==> src/pxg_pkg.sv <==
// constants shared by the port crossbar and its helpers
// assumes a byte-addressed avalon slave with 32-bit words
package pxg_pkg;
    // ---------------------------------------------
    // sizes
    // ---------------------------------------------
    localparam int NUM_PORTS = 4;
    localparam int PORT_W = 8;
    localparam int NUM_PINS = 32;
    localparam int NUM_FN = 8;
    localparam int ADDR_W = 7;

    // ---------------------------------------------
    // register byte offsets
    // ---------------------------------------------
    localparam logic [6:0] OFS_DATA0 = 7'h00;  // port data, four words
    localparam logic [6:0] OFS_MODE0 = 7'h10;  // port_output_mode_reg, four words
    localparam logic [6:0] OFS_CFG0 = 7'h20;   // peripheral enables
    localparam logic [6:0] OFS_CFG1 = 7'h24;   // spi wiring
    localparam logic [6:0] OFS_CFG2 = 7'h28;   // crossbar_config_third
    localparam logic [6:0] OFS_LATCH0 = 7'h30; // latch read-back, four words
    localparam logic [6:0] OFS_BIT = 7'h40;    // single-bit latch write
    localparam logic [2:0] GRP_DATA = 3'h0;
    localparam logic [2:0] GRP_MODE = 3'h1;
    localparam logic [2:0] GRP_CFG = 3'h2;
    localparam logic [2:0] GRP_LATCH = 3'h3;
    localparam logic [2:0] GRP_BIT = 3'h4;

    // ---------------------------------------------
    // field positions
    // ---------------------------------------------
    localparam int CFG0_SMB_POS = 0;
    localparam int CFG0_SPI_POS = 1;
    localparam int CFG0_UART_POS = 2;
    localparam int CFG1_SPI4_POS = 0;
    localparam int XBE_POS = 4;        // crossbar_enable_bit
    localparam int BIT_VAL_POS = 8;    // value of a single-bit write

    // ---------------------------------------------
    // reset values
    // ---------------------------------------------
    localparam logic [31:0] LATCH_RST = 32'hffffffff;
    localparam logic [31:0] MODE_RST = 32'h00000000;
    localparam logic [7:0] CFG_RST = 8'h00;

    // ---------------------------------------------
    // crossbar functions in priority order
    // ---------------------------------------------
    typedef enum logic [2:0] {
        FN_SDA = 3'h0, FN_SCL = 3'h1, FN_SCK = 3'h2, FN_MISO = 3'h3,
        FN_MOSI = 3'h4, FN_SSEL = 3'h5, FN_TX = 3'h6, FN_RX = 3'h7
    } pxg_fn_t;
    localparam logic [7:0] FN_INPUT_ONLY = 8'h80;  // uart_a_receive only

    typedef enum logic {
        BUS_WAIT = 1'b0,
        BUS_ACK = 1'b1
    } pxg_bus_t;
endpackage

==> src/pxg_pin_sync.sv <==
// three-stage pin synchroniser with agreement filter
// assumes asynchronous pin levels and one system clock
`timescale 1ns/1ps
module pxg_pin_sync #(
    parameter int W = 32
) (
    input wire logic ref_clk,       // system clock
    input wire logic sys_rst,       // synchronous reset, high
    input wire logic [W-1:0] din,   // raw pin levels
    output logic [W-1:0] dout       // filtered levels
);
    logic [W-1:0] s1_q, s2_q, s3_q, lvl_q, lvl_d;

    // ---------------------------------------------
    // agreement filter
    // ---------------------------------------------
    // the level moves only when stage two and three agree
    always_comb begin
        lvl_d = (~(s2_q ^ s3_q) & s3_q) | ((s2_q ^ s3_q) & lvl_q);
    end

    // stage one is read by stage two only
    always_ff @(posedge ref_clk) begin
        if (sys_rst) begin
            s1_q <= '0;
            s2_q <= '0;
            s3_q <= '0;
            lvl_q <= '0;
        end else begin
            s1_q <= din;
            s2_q <= s1_q;
            s3_q <= s2_q;
            lvl_q <= lvl_d;
        end
    end

    assign dout = lvl_q;
endmodule

==> src/pxg_xbar_map.sv <==
// crossbar map: enabled functions to pins in priority order
// assumes enable bits come from registers on the same clock
`timescale 1ns/1ps
module pxg_xbar_map import pxg_pkg::*; (
    input wire logic en_smb,                  // two-wire bus enable
    input wire logic en_spi,                  // spi enable
    input wire logic spi_four,                // spi with spi_slave_select
    input wire logic en_uart,                 // uart enable
    output logic [NUM_FN-1:0] fn_hit,         // function has a pin
    output logic [4:0] fn_pin [NUM_FN],       // pin of each function
    output logic [NUM_PINS-1:0] pin_hit,      // pin claimed
    output logic [2:0] pin_fn [NUM_PINS]      // function on each pin
);
    logic [NUM_FN-1:0] fn_en;
    logic [4:0] pos [NUM_FN+1];

    // whole peripherals only; slave select joins in four-wire mode
    assign fn_en = {en_uart, en_uart, en_spi & spi_four, en_spi,
                    en_spi, en_spi, en_smb, en_smb};
    assign pos[0] = 5'h00;

    // ---------------------------------------------
    // positions by prefix count
    // ---------------------------------------------
    for (genvar f = 0; f < NUM_FN; f++) begin : g_fn
        assign pos[f+1] = pos[f] + {4'h0, fn_en[f]};
        assign fn_pin[f] = pos[f];
        assign fn_hit[f] = fn_en[f];
    end

    // ---------------------------------------------
    // inverse map per pin
    // ---------------------------------------------
    for (genvar p = 0; p < NUM_PINS; p++) begin : g_pin
        logic hit;
        logic [2:0] fn;
        // an unclaimed pin falls through to gpio
        always_comb begin
            hit = 1'b0;
            fn = 3'h0;
            for (int f = 0; f < NUM_FN; f++) begin
                if (fn_en[f] && pos[f] == 5'(p)) begin
                    hit = 1'b1;
                    fn = 3'(f);
                end
            end
        end
        assign pin_hit[p] = hit;
        assign pin_fn[p] = fn;
    end
endmodule

==> src/pxg_port_crossbar.sv <==
// port i/o for ports 0 to 3 with peripheral crossbar
// assumes an avalon-mm master on ref_clk and peripherals on ref_clk
//
// The implementer's own choices: the Avalon-MM slave port and the register addresses.
`timescale 1ns/1ps
module pxg_port_crossbar import pxg_pkg::*; (
    input wire logic ref_clk,                   // system clock, 200 MHz
    input wire logic sys_rst,                   // synchronous reset, high
    input wire logic [ADDR_W-1:0] avs_address,  // byte address
    input wire logic avs_read,                  // read request
    input wire logic avs_write,                 // write request
    input wire logic [31:0] avs_writedata,      // write data
    input wire logic [3:0] avs_byteenable,      // byte lanes
    output logic [31:0] avs_readdata,           // read data
    output logic avs_waitrequest,               // stall
    input wire logic [NUM_PINS-1:0] pin_in,     // pin levels
    output logic [NUM_PINS-1:0] pin_out,        // pin drive value
    output logic [NUM_PINS-1:0] pin_oe,         // pin drive enable
    input wire logic [NUM_FN-1:0] fn_out,       // peripheral outputs
    input wire logic [NUM_FN-1:0] fn_oe,        // peripheral drive requests
    output logic [NUM_FN-1:0] fn_in             // levels to peripherals
);
    // ---------------------------------------------
    // state
    // ---------------------------------------------
    pxg_bus_t bus_q, bus_d;
    logic wait_q, wait_d;
    logic [31:0] rdata_q, rdata_d;
    logic [31:0] latch_q, latch_d;
    logic [31:0] mode_q, mode_d;
    logic [7:0] cfg0_q, cfg0_d;
    logic [7:0] cfg1_q, cfg1_d;
    logic [7:0] crossbar_config_third_q, crossbar_config_third_d;
    logic [NUM_PINS-1:0] out_q, out_d;
    logic [NUM_PINS-1:0] oe_q, oe_d;
    logic [NUM_FN-1:0] fin_q, fin_d;

    // ---------------------------------------------
    // derived signals
    // ---------------------------------------------
    logic [NUM_PINS-1:0] pin_lvl;
    logic [NUM_FN-1:0] fn_hit;
    logic [4:0] fn_pin [NUM_FN];
    logic [NUM_PINS-1:0] pin_hit;
    logic [2:0] pin_fn [NUM_PINS];
    logic crossbar_enable_bit;
    logic take;
    logic commit_wr;
    logic [1:0] word;
    logic [4:0] lane;

    assign crossbar_enable_bit = crossbar_config_third_q[XBE_POS];
    // a request is taken while the slave waits and lands in the answer cycle,
    // so a master that holds its write until then never writes twice
    assign take = (avs_read | avs_write) & (bus_q == BUS_WAIT);
    assign commit_wr = avs_write & (bus_q == BUS_ACK);
    assign word = avs_address[3:2];
    assign lane = {word, 3'b000};

    // ---------------------------------------------
    // helpers
    // ---------------------------------------------
    pxg_pin_sync #(
        .W(NUM_PINS)
    ) u_sync (
        .ref_clk(ref_clk),
        .sys_rst(sys_rst),
        .din(pin_in),
        .dout(pin_lvl)
    );

    pxg_xbar_map u_map (
        .en_smb(cfg0_q[CFG0_SMB_POS]),
        .en_spi(cfg0_q[CFG0_SPI_POS]),
        .spi_four(cfg1_q[CFG1_SPI4_POS]),
        .en_uart(cfg0_q[CFG0_UART_POS]),
        .fn_hit(fn_hit),
        .fn_pin(fn_pin),
        .pin_hit(pin_hit),
        .pin_fn(pin_fn)
    );

    // ---------------------------------------------
    // register bus slave
    // ---------------------------------------------
    // a request is seen with waitrequest high, answered one cycle later
    always_comb begin
        bus_d = BUS_WAIT;
        rdata_d = rdata_q;
        latch_d = latch_q;
        mode_d = mode_q;
        cfg0_d = cfg0_q;
        cfg1_d = cfg1_q;
        crossbar_config_third_d = crossbar_config_third_q;
        if (take) begin
            bus_d = BUS_ACK;
            rdata_d = 32'h00000000;
            if (avs_read && avs_address[1:0] == 2'b00) begin
                case (avs_address[6:4])
                    GRP_DATA: begin
                        rdata_d[7:0] = pin_lvl[lane +: 8];
                    end
                    GRP_MODE: begin
                        rdata_d[7:0] = mode_q[lane +: 8];
                    end
                    GRP_LATCH: begin
                        rdata_d[7:0] = latch_q[lane +: 8];
                    end
                    GRP_CFG: begin
                        case (avs_address)
                            OFS_CFG0: rdata_d[7:0] = cfg0_q;
                            OFS_CFG1: rdata_d[7:0] = cfg1_q;
                            OFS_CFG2: rdata_d[7:0] = crossbar_config_third_q;
                            default: rdata_d = 32'h00000000;
                        endcase
                    end
                    default: begin
                        rdata_d = 32'h00000000;
                    end
                endcase
            end
        end
        // writes land at the edge where waitrequest is low
        if (commit_wr && avs_address[1:0] == 2'b00) begin
            case (avs_address[6:4])
                GRP_DATA: begin
                    if (avs_byteenable[0]) begin
                        latch_d[lane +: 8] = avs_writedata[7:0];
                    end
                end
                GRP_LATCH: begin
                    if (avs_byteenable[0]) begin
                        latch_d[lane +: 8] = avs_writedata[7:0];
                    end
                end
                GRP_MODE: begin
                    if (avs_byteenable[0]) begin
                        mode_d[lane +: 8] = avs_writedata[7:0];
                    end
                end
                GRP_CFG: begin
                    if (avs_byteenable[0]) begin
                        case (avs_address)
                            OFS_CFG0: cfg0_d = avs_writedata[7:0];
                            OFS_CFG1: cfg1_d = avs_writedata[7:0];
                            OFS_CFG2: crossbar_config_third_d = avs_writedata[7:0];
                            default: cfg0_d = cfg0_q;
                        endcase
                    end
                end
                GRP_BIT: begin
                    if (avs_address == OFS_BIT && avs_byteenable[1]) begin
                        latch_d[avs_writedata[4:0]] = avs_writedata[BIT_VAL_POS];
                    end
                end
                default: begin
                    latch_d = latch_q;
                end
            endcase
        end
        wait_d = (bus_d != BUS_ACK);
    end

    // bus and configuration registers
    always_ff @(posedge ref_clk) begin
        if (sys_rst) begin
            bus_q <= BUS_WAIT;
            wait_q <= 1'b1;
            rdata_q <= 32'h00000000;
            latch_q <= LATCH_RST;
            mode_q <= MODE_RST;
            cfg0_q <= CFG_RST;
            cfg1_q <= CFG_RST;
            crossbar_config_third_q <= CFG_RST;
        end else begin
            bus_q <= bus_d;
            wait_q <= wait_d;
            rdata_q <= rdata_d;
            latch_q <= latch_d;
            mode_q <= mode_d;
            cfg0_q <= cfg0_d;
            cfg1_q <= cfg1_d;
            crossbar_config_third_q <= crossbar_config_third_d;
        end
    end

    // ---------------------------------------------
    // pin drivers
    // ---------------------------------------------
    // a claimed pin never looks at its latch, so data writes cannot disturb it
    for (genvar p = 0; p < NUM_PINS; p++) begin : g_drv
        logic o;
        logic e;
        logic src;
        // peripheral or latch, then push-pull or open-drain
        always_comb begin
            o = 1'b0;
            e = 1'b0;
            src = fn_out[pin_fn[p]];
            if (!crossbar_enable_bit) begin
                e = 1'b0;
            end else if (pin_hit[p]) begin
                if (FN_INPUT_ONLY[pin_fn[p]]) begin
                    e = 1'b0;
                end else if (mode_q[p]) begin
                    e = fn_oe[pin_fn[p]];
                    o = src;
                end else begin
                    e = fn_oe[pin_fn[p]] & ~src;
                end
            end else if (mode_q[p]) begin
                e = 1'b1;
                o = latch_q[p];
            end else begin
                e = ~latch_q[p];
            end
        end
        assign out_d[p] = o;
        assign oe_d[p] = e;
    end

    // peripheral inputs see the filtered level of their pin
    for (genvar f = 0; f < NUM_FN; f++) begin : g_fin
        assign fin_d[f] = fn_hit[f] ? pin_lvl[fn_pin[f]] : 1'b1;
    end

    // pin and peripheral registers
    always_ff @(posedge ref_clk) begin
        if (sys_rst) begin
            out_q <= '0;
            oe_q <= '0;
            fin_q <= '1;
        end else begin
            out_q <= out_d;
            oe_q <= oe_d;
            fin_q <= fin_d;
        end
    end

    assign avs_readdata = rdata_q;
    assign avs_waitrequest = wait_q;
    assign pin_out = out_q;
    assign pin_oe = oe_q;
    assign fn_in = fin_q;

    // ---------------------------------------------
    // assertions
    // ---------------------------------------------
    gate_off_a: assert property (@(posedge ref_clk) disable iff (sys_rst)
        !crossbar_enable_bit |=> (pin_oe == '0))
        else $error("pin driven while crossbar disabled");

    mode_rst_a: assert property (@(posedge ref_clk)
        $fell(sys_rst) |-> (mode_q == '0) && (pin_oe == '0))
        else $error("mode bits not open-drain after reset");

    xbe_rst_a: assert property (@(posedge ref_clk)
        $fell(sys_rst) |-> !crossbar_enable_bit [*2])
        else $error("crossbar enable set after reset");

    uart_gate_a: assert property (@(posedge ref_clk) disable iff (sys_rst)
        !cfg0_q[CFG0_UART_POS] |-> !fn_hit[FN_TX] && !fn_hit[FN_RX])
        else $error("disabled uart reached a pin");

    uart_pair_a: assert property (@(posedge ref_clk) disable iff (sys_rst)
        fn_hit[FN_TX] |-> fn_hit[FN_RX] && (fn_pin[FN_RX] == fn_pin[FN_TX] + 5'h01))
        else $error("uart signals not paired");

    spi_wire_a: assert property (@(posedge ref_clk) disable iff (sys_rst)
        cfg0_q[CFG0_SPI_POS] |-> (fn_hit[FN_SSEL] == cfg1_q[CFG1_SPI4_POS]))
        else $error("slave select wrong for spi mode");

    prio_map_a: assert property (@(posedge ref_clk) disable iff (sys_rst)
        cfg0_q[CFG0_SMB_POS] |-> (fn_pin[FN_SDA] == 5'h00) && (pin_fn[1] == FN_SCL))
        else $error("priority order broken");

    rx_float_a: assert property (@(posedge ref_clk) disable iff (sys_rst)
        fn_hit[FN_RX] |=> !pin_oe[$past(fn_pin[FN_RX])])
        else $error("receive pin driven");

    pin_read_a: assert property (@(posedge ref_clk) disable iff (sys_rst)
        (take && avs_read && avs_address == OFS_DATA0)
        |=> !avs_waitrequest && (avs_readdata[7:0] == $past(pin_lvl[7:0])))
        else $error("data read not pin level");

    latch_read_a: assert property (@(posedge ref_clk) disable iff (sys_rst)
        (take && avs_read && avs_address == OFS_LATCH0 + 7'h04)
        |=> !avs_waitrequest && (avs_readdata[7:0] == $past(latch_q[15:8])))
        else $error("latch read-back wrong");

    byte_wr_a: assert property (@(posedge ref_clk) disable iff (sys_rst)
        (avs_write && !avs_waitrequest && avs_address == OFS_DATA0 && avs_byteenable[0])
        |=> (latch_q[7:0] == $past(avs_writedata[7:0])))
        else $error("port data write lost");

    periph_out_a: assert property (@(posedge ref_clk) disable iff (sys_rst)
        (crossbar_enable_bit && pin_hit[0] && mode_q[0] && !FN_INPUT_ONLY[pin_fn[0]])
        |=> (pin_out[0] == $past(fn_out[pin_fn[0]])))
        else $error("claimed pin not from peripheral");

    // the answer follows the taking edge by one cycle and stands for one
    bus_ack_a: assert property (@(posedge ref_clk) disable iff (sys_rst)
        take |=> !avs_waitrequest)
        else $error("bus answer late");

    ack_once_a: assert property (@(posedge ref_clk) disable iff (sys_rst)
        !avs_waitrequest |=> avs_waitrequest)
        else $error("bus answer held too long");

    // a peripheral on an open-drain pin may only pull low
    periph_od_a: assert property (@(posedge ref_clk) disable iff (sys_rst)
        (crossbar_enable_bit && pin_hit[0] && !mode_q[0] && !FN_INPUT_ONLY[pin_fn[0]])
        |=> !pin_out[0]
        && (pin_oe[0] == ($past(fn_oe[pin_fn[0]]) && !$past(fn_out[pin_fn[0]]))))
        else $error("open-drain peripheral pin drove high");

    // a function without a pin sees an idle high level
    fin_idle_a: assert property (@(posedge ref_clk) disable iff (sys_rst)
        !fn_hit[FN_SDA] |=> fn_in[FN_SDA])
        else $error("unmapped function saw a level");

    for (genvar p = 0; p < NUM_PINS; p++) begin : g_chk
        push_pull_a: assert property (@(posedge ref_clk) disable iff (sys_rst)
            (crossbar_enable_bit && !pin_hit[p] && mode_q[p])
            |=> pin_oe[p] && (pin_out[p] == $past(latch_q[p])))
            else $error("push-pull drive wrong");

        open_drain_a: assert property (@(posedge ref_clk) disable iff (sys_rst)
            (crossbar_enable_bit && !pin_hit[p] && !mode_q[p])
            |=> (pin_oe[p] == !$past(latch_q[p])) && !pin_out[p])
            else $error("open-drain drive wrong");
    end
endmodule

==> config.mk <==
export PLATFORM = sky130hd
export DESIGN_NAME = pxg_port_crossbar
export DESIGN_NICKNAME = d
export VERILOG_FILES = /design/src/pxg_pkg.sv /design/src/pxg_pin_sync.sv /design/src/pxg_xbar_map.sv /design/src/pxg_port_crossbar.sv
export SDC_FILE = /design/constraint.sdc
export NUM_CORES = 1
export LEC_CHECK = 0
export ABC_AREA = 1
export BUFFER_PORTS_ARGS = -buffer_cell sky130_fd_sc_hd__buf_2
export CAP_MARGIN = 10
export CORE_ASPECT_RATIO = 0.75
export CORE_UTILIZATION = 30
export CTS_BUF_LIST = sky130_fd_sc_hd__clkbuf_8 sky130_fd_sc_hd__clkbuf_16
export CTS_CLUSTER_DIAMETER = 50
export DETAILED_ROUTE_END_ITERATION = 10
export GPL_TIMING_DRIVEN = 1
export HOLD_SLACK_MARGIN = 0.06
export RECOVER_POWER = 25
export SYNTH_ARGS = -nofsm -noshare
export SYNTH_HDL_FRONTEND = slang
export SYNTH_HIERARCHICAL = 1
export SYNTH_SLANG_ARGS = --single-unit
==> constraint.sdc <==
create_clock -name ref_clk -period 9.75 [get_ports ref_clk]
set_input_delay 0.975 -clock ref_clk [delete_from_list [all_inputs] [get_ports ref_clk]]
set_output_delay 0.975 -clock ref_clk [all_outputs]
set_load 0.01 [all_outputs]
==> impl_metrics.toml <==
[clocking]
cts_made_buffers = 40
clk_latency_ns = 0.60
cts.repair_timing.setup_buffer_count = 0
clock-root-buffer = "sky130_fd_sc_hd__clkbuf_16"
htree_levels = 2
worst_setup_hold_path_clk_slew_ns = 0.06
clk_path_buf_depth = 3
cts_resized = 0
post_cts_hold_buffer_count = 0
cts_num_sinks = 298
cts_tree = "built"

[pwr]
powerDensity_mw_per_mm2 = 132
total_switching_power_mw = 0.874
share_seq_of_total_power_pct = 40.8
cellLeakagePower_nw = 9.51
sw_frac_of_total_pct = 28.7
total_power_mw = 3.05
peakVddDrop_v = 0.000105
pwr-share-clk_pct = 48.6
internal_power_mw = 2.17
p_comb_share_pct = 10.6

[sta]
final.min_clock_period_ns = 5.65
worst-slew-pin-transition_ns = 3.47
setup_violations = 0
drv_slew = 176
timing.fmax_mhz = 177
number_of_hold_violations_in_the_final_report = 0
accumulated_negative_setup_slack_ns = 0
fin_crit_sh_pct = 57.9
finClkSkew_ns = 0.0308
headroom_to_the_max_slew_limit_pct = -131
setup_repair_after_global_routing_missed_its_margin = "no"

[grt]
overall_global_routing_resource_usage_pct = 20.8
grt_overflow = 0
grt_first_pass_wirelength_um = 116000
grt_max_degree = 88
grt_pass1_vias = 19400
initial_antenna_violation_count = 10

[logic_synthesis]
synth_xor_xnor_area_share_pct = 0
post_synth_and_or_nand_nor_area_fraction_pct = 29.5
synth-compound-area-share_pct = 24.8
syn_inst = 3505
synth_cell_type_count = 39
syn-cell-area_mm2 = 0.0213
yosys.area_share.adder_pct = 0.975
synth_edf_count = 0
async_flop_share_pct = 0
combinational_family_with_the_most_area_after_synthesis = "simple AND/OR/NAND/NOR gates"
yosys_warnings = 6
yosysSeqAreaShare_pct = 28.0
flops_latches_synth = 298
share_of_synthesized_area_spent_on_multiplexers_pct = 0
syn_area_per_cell_um2 = 6.08
yosys_most_used_dff = "sky130_fd_sc_hd__dfxtp_1"

[final_layout]
layout_cell_share_with_drive_strength_beyond_1_pct = 8.16
final-instance-count-excl-fill = 4430
layout_common_cells = "808 x sky130_fd_sc_hd__nand2_1, 424 x sky130_fd_sc_hd__a21oi_1, 396 x sky130_fd_sc_hd__inv_1"
design.final.nets = 3562
layout.core_utilization_pct = 32.8
layout.filler_cells = 7899
post-route-cell-area_mm2 = 0.0230
syn_to_final_growth_pct = 8.10
mostFrequentLayoutCell = "sky130_fd_sc_hd__nand2_1"

[worst_hold_path]
hold_path_depth = 2
worst_hold_startpoint = "u_sync/s1_q[17]"
worstHoldPathType = "register to register"

[job]
cap_violations = 3

[worst_setup_path]
rr_worst_depth = 14
crit_start = "sys_rst"
cp.arrival_ns = 6.10
cp_slowest_cell = "sky130_fd_sc_hd__clkbuf_1"
critPathRequiredTime_ns = 10.20
critical_path.max_fanout = 78
setup.worst_path.class = "input pin to register"
cp-end-kind = "register"
r2r-start = "cfg0_q[1]"
cp_cell_sequence = "clkbuf_1, clkbuf_1, inv_2, o21ai_1, nor2_1"
worst_path_most_repeated_cell = "sky130_fd_sc_hd__clkbuf_1"
worst_path_largest_cell_delay_ns = 2.46
start_kind = "input pin"

[placement]
dpl.cell_count = 4355
dp.final_hpwl_um = 53300
placement.cell_area_mm2 = 0.0217
placement.io_buffers = 149
gp_congestion = 0.965

[floorplanning]
fp.dieW_um = 310
die_area_mm2 = 0.0721
core_area_mm2 = 0.0702
floorplan.io_pins = 200
floorplan.rows = 84
initial_utilization_pct = 30.3
die_height_um = 233

[route]
vias = 22500
postRouteAntennaNets = 0
drt-wirelength-per-cell_um = 17.3
firstDrtPassIters = 6
drt_first_iter_violations = 2573
remaining_drc_errors = 0
detail_route.vias_per_cell = 5.07
totalWireLength_um = 76700

[outcome]
result_of_the_run = "complete, but fails checks"
failed_checks = "capacitance limit, slew limit"
[final timing paths]
path                                        end  slack, ns
worst max-delay path                   register       4.10
worst min-delay path            u_sync/s2_q[17]       0.40
worst max register to register       pin_oe[13]       4.54
worst min register to register  u_sync/s2_q[17]       0.40
[layout make-up]
class                           instances  area, µm²  share of cell area [%]
Antenna cell                            3       7.51                  0.0326
Inverter                              407       1530                    6.64
Clock buffer                           43       1040                    4.53
Tap cell                              946       1180                    5.14
Timing Repair Buffer                  174        925                    4.02
Sequential cell                       298       5970                    25.9
Clock inverter                         29        302                    1.31
Multi-Input combinational cell       2530      12100                    52.4
[synth_stat cells, types with 3 or more instances]
cell                       instances  share of area (%)
sky130_fd_sc_hd__buf_2            16               0.38
sky130_fd_sc_hd__a21oi_1         424                 10
sky130_fd_sc_hd__nand2_4           4               0.21
sky130_fd_sc_hd__nor2_1          210                3.7
sky130_fd_sc_hd__clkbuf_1        144                2.5
sky130_fd_sc_hd__clkinv_1          5              0.088
sky130_fd_sc_hd__dfxtp_1         298                 28
sky130_fd_sc_hd__nand2_2          10               0.29
sky130_fd_sc_hd__buf_6            13               0.69
sky130_fd_sc_hd__inv_2             8               0.14
sky130_fd_sc_hd__nand4_2           3               0.18
sky130_fd_sc_hd__nand2_1         808                 14
sky130_fd_sc_hd__nand3_1         368                8.6
sky130_fd_sc_hd__o211ai_1        178                6.3
sky130_fd_sc_hd__or2_2             4               0.12
sky130_fd_sc_hd__ha_1             15               0.88
sky130_fd_sc_hd__nor2_2            6               0.18
sky130_fd_sc_hd__buf_4           164                5.8
sky130_fd_sc_hd__nand3b_1          8               0.28
sky130_fd_sc_hd__nand4_1          16               0.47
sky130_fd_sc_hd__nor3_1           25               0.59
sky130_fd_sc_hd__o21ai_0         330                7.8
sky130_fd_sc_hd__buf_1             9               0.16
sky130_fd_sc_hd__o21ai_1          11               0.26
sky130_fd_sc_hd__nor4_1            5               0.15
sky130_fd_sc_hd__inv_1           393                6.9
sky130_fd_sc_hd__o22ai_1          13               0.38
[power by group through the flow]
stage	Sequential (mW)	Combinational [mW]	Clock (mW)
final	1.25	0.323	1.48
after global routing	1.25	0.360	1.58
after CTS	1.24	0.308	1.52
after detailed placement	1.27	0.307	0
after global placement	1.27	0.306	0
after floorplan	1.27	0.247	0
[critical path, delay by kind of cell]
kind	cells	cell delay [ns]
buffers and inverters	3	4.58
AO/OA/AOI/OAI	1	0.36
AND/OR/NAND/NOR	1	0.07
[metrics by stage]
stage	hold WS, ns	worst slack [ns]
finish	0.400	4.10
global route	0.418	3.36
CTS	0.402	4.68
detailed placement	0.395	4.70
global placement	0.394	4.73
floorplan	0.388	6.29
[routing by layer]
| layer | vias up | wire length [µm] | global-route usage [%] |
|---|---|---|---|
| li1 | 11400 | - | - |
| met5 | - | 48 | 0 |
| met1 | 10000 | 35700 | 29.8 |
| met4 | 8 | 2130 | 6.53 |
| met3 | 144 | 8190 | 6.18 |
| met2 | 938 | 30700 | 29.2 |
[logic make-up after synthesis]
group	Yosys count
AO/OA/AOI/OAI	961
adder cells (fa/ha/maj)	16
buffers and inverters	753
flip-flops	298
other	2
AND/OR/NAND/NOR	1475
Note: power is estimated with default switching activity, not from simulation.
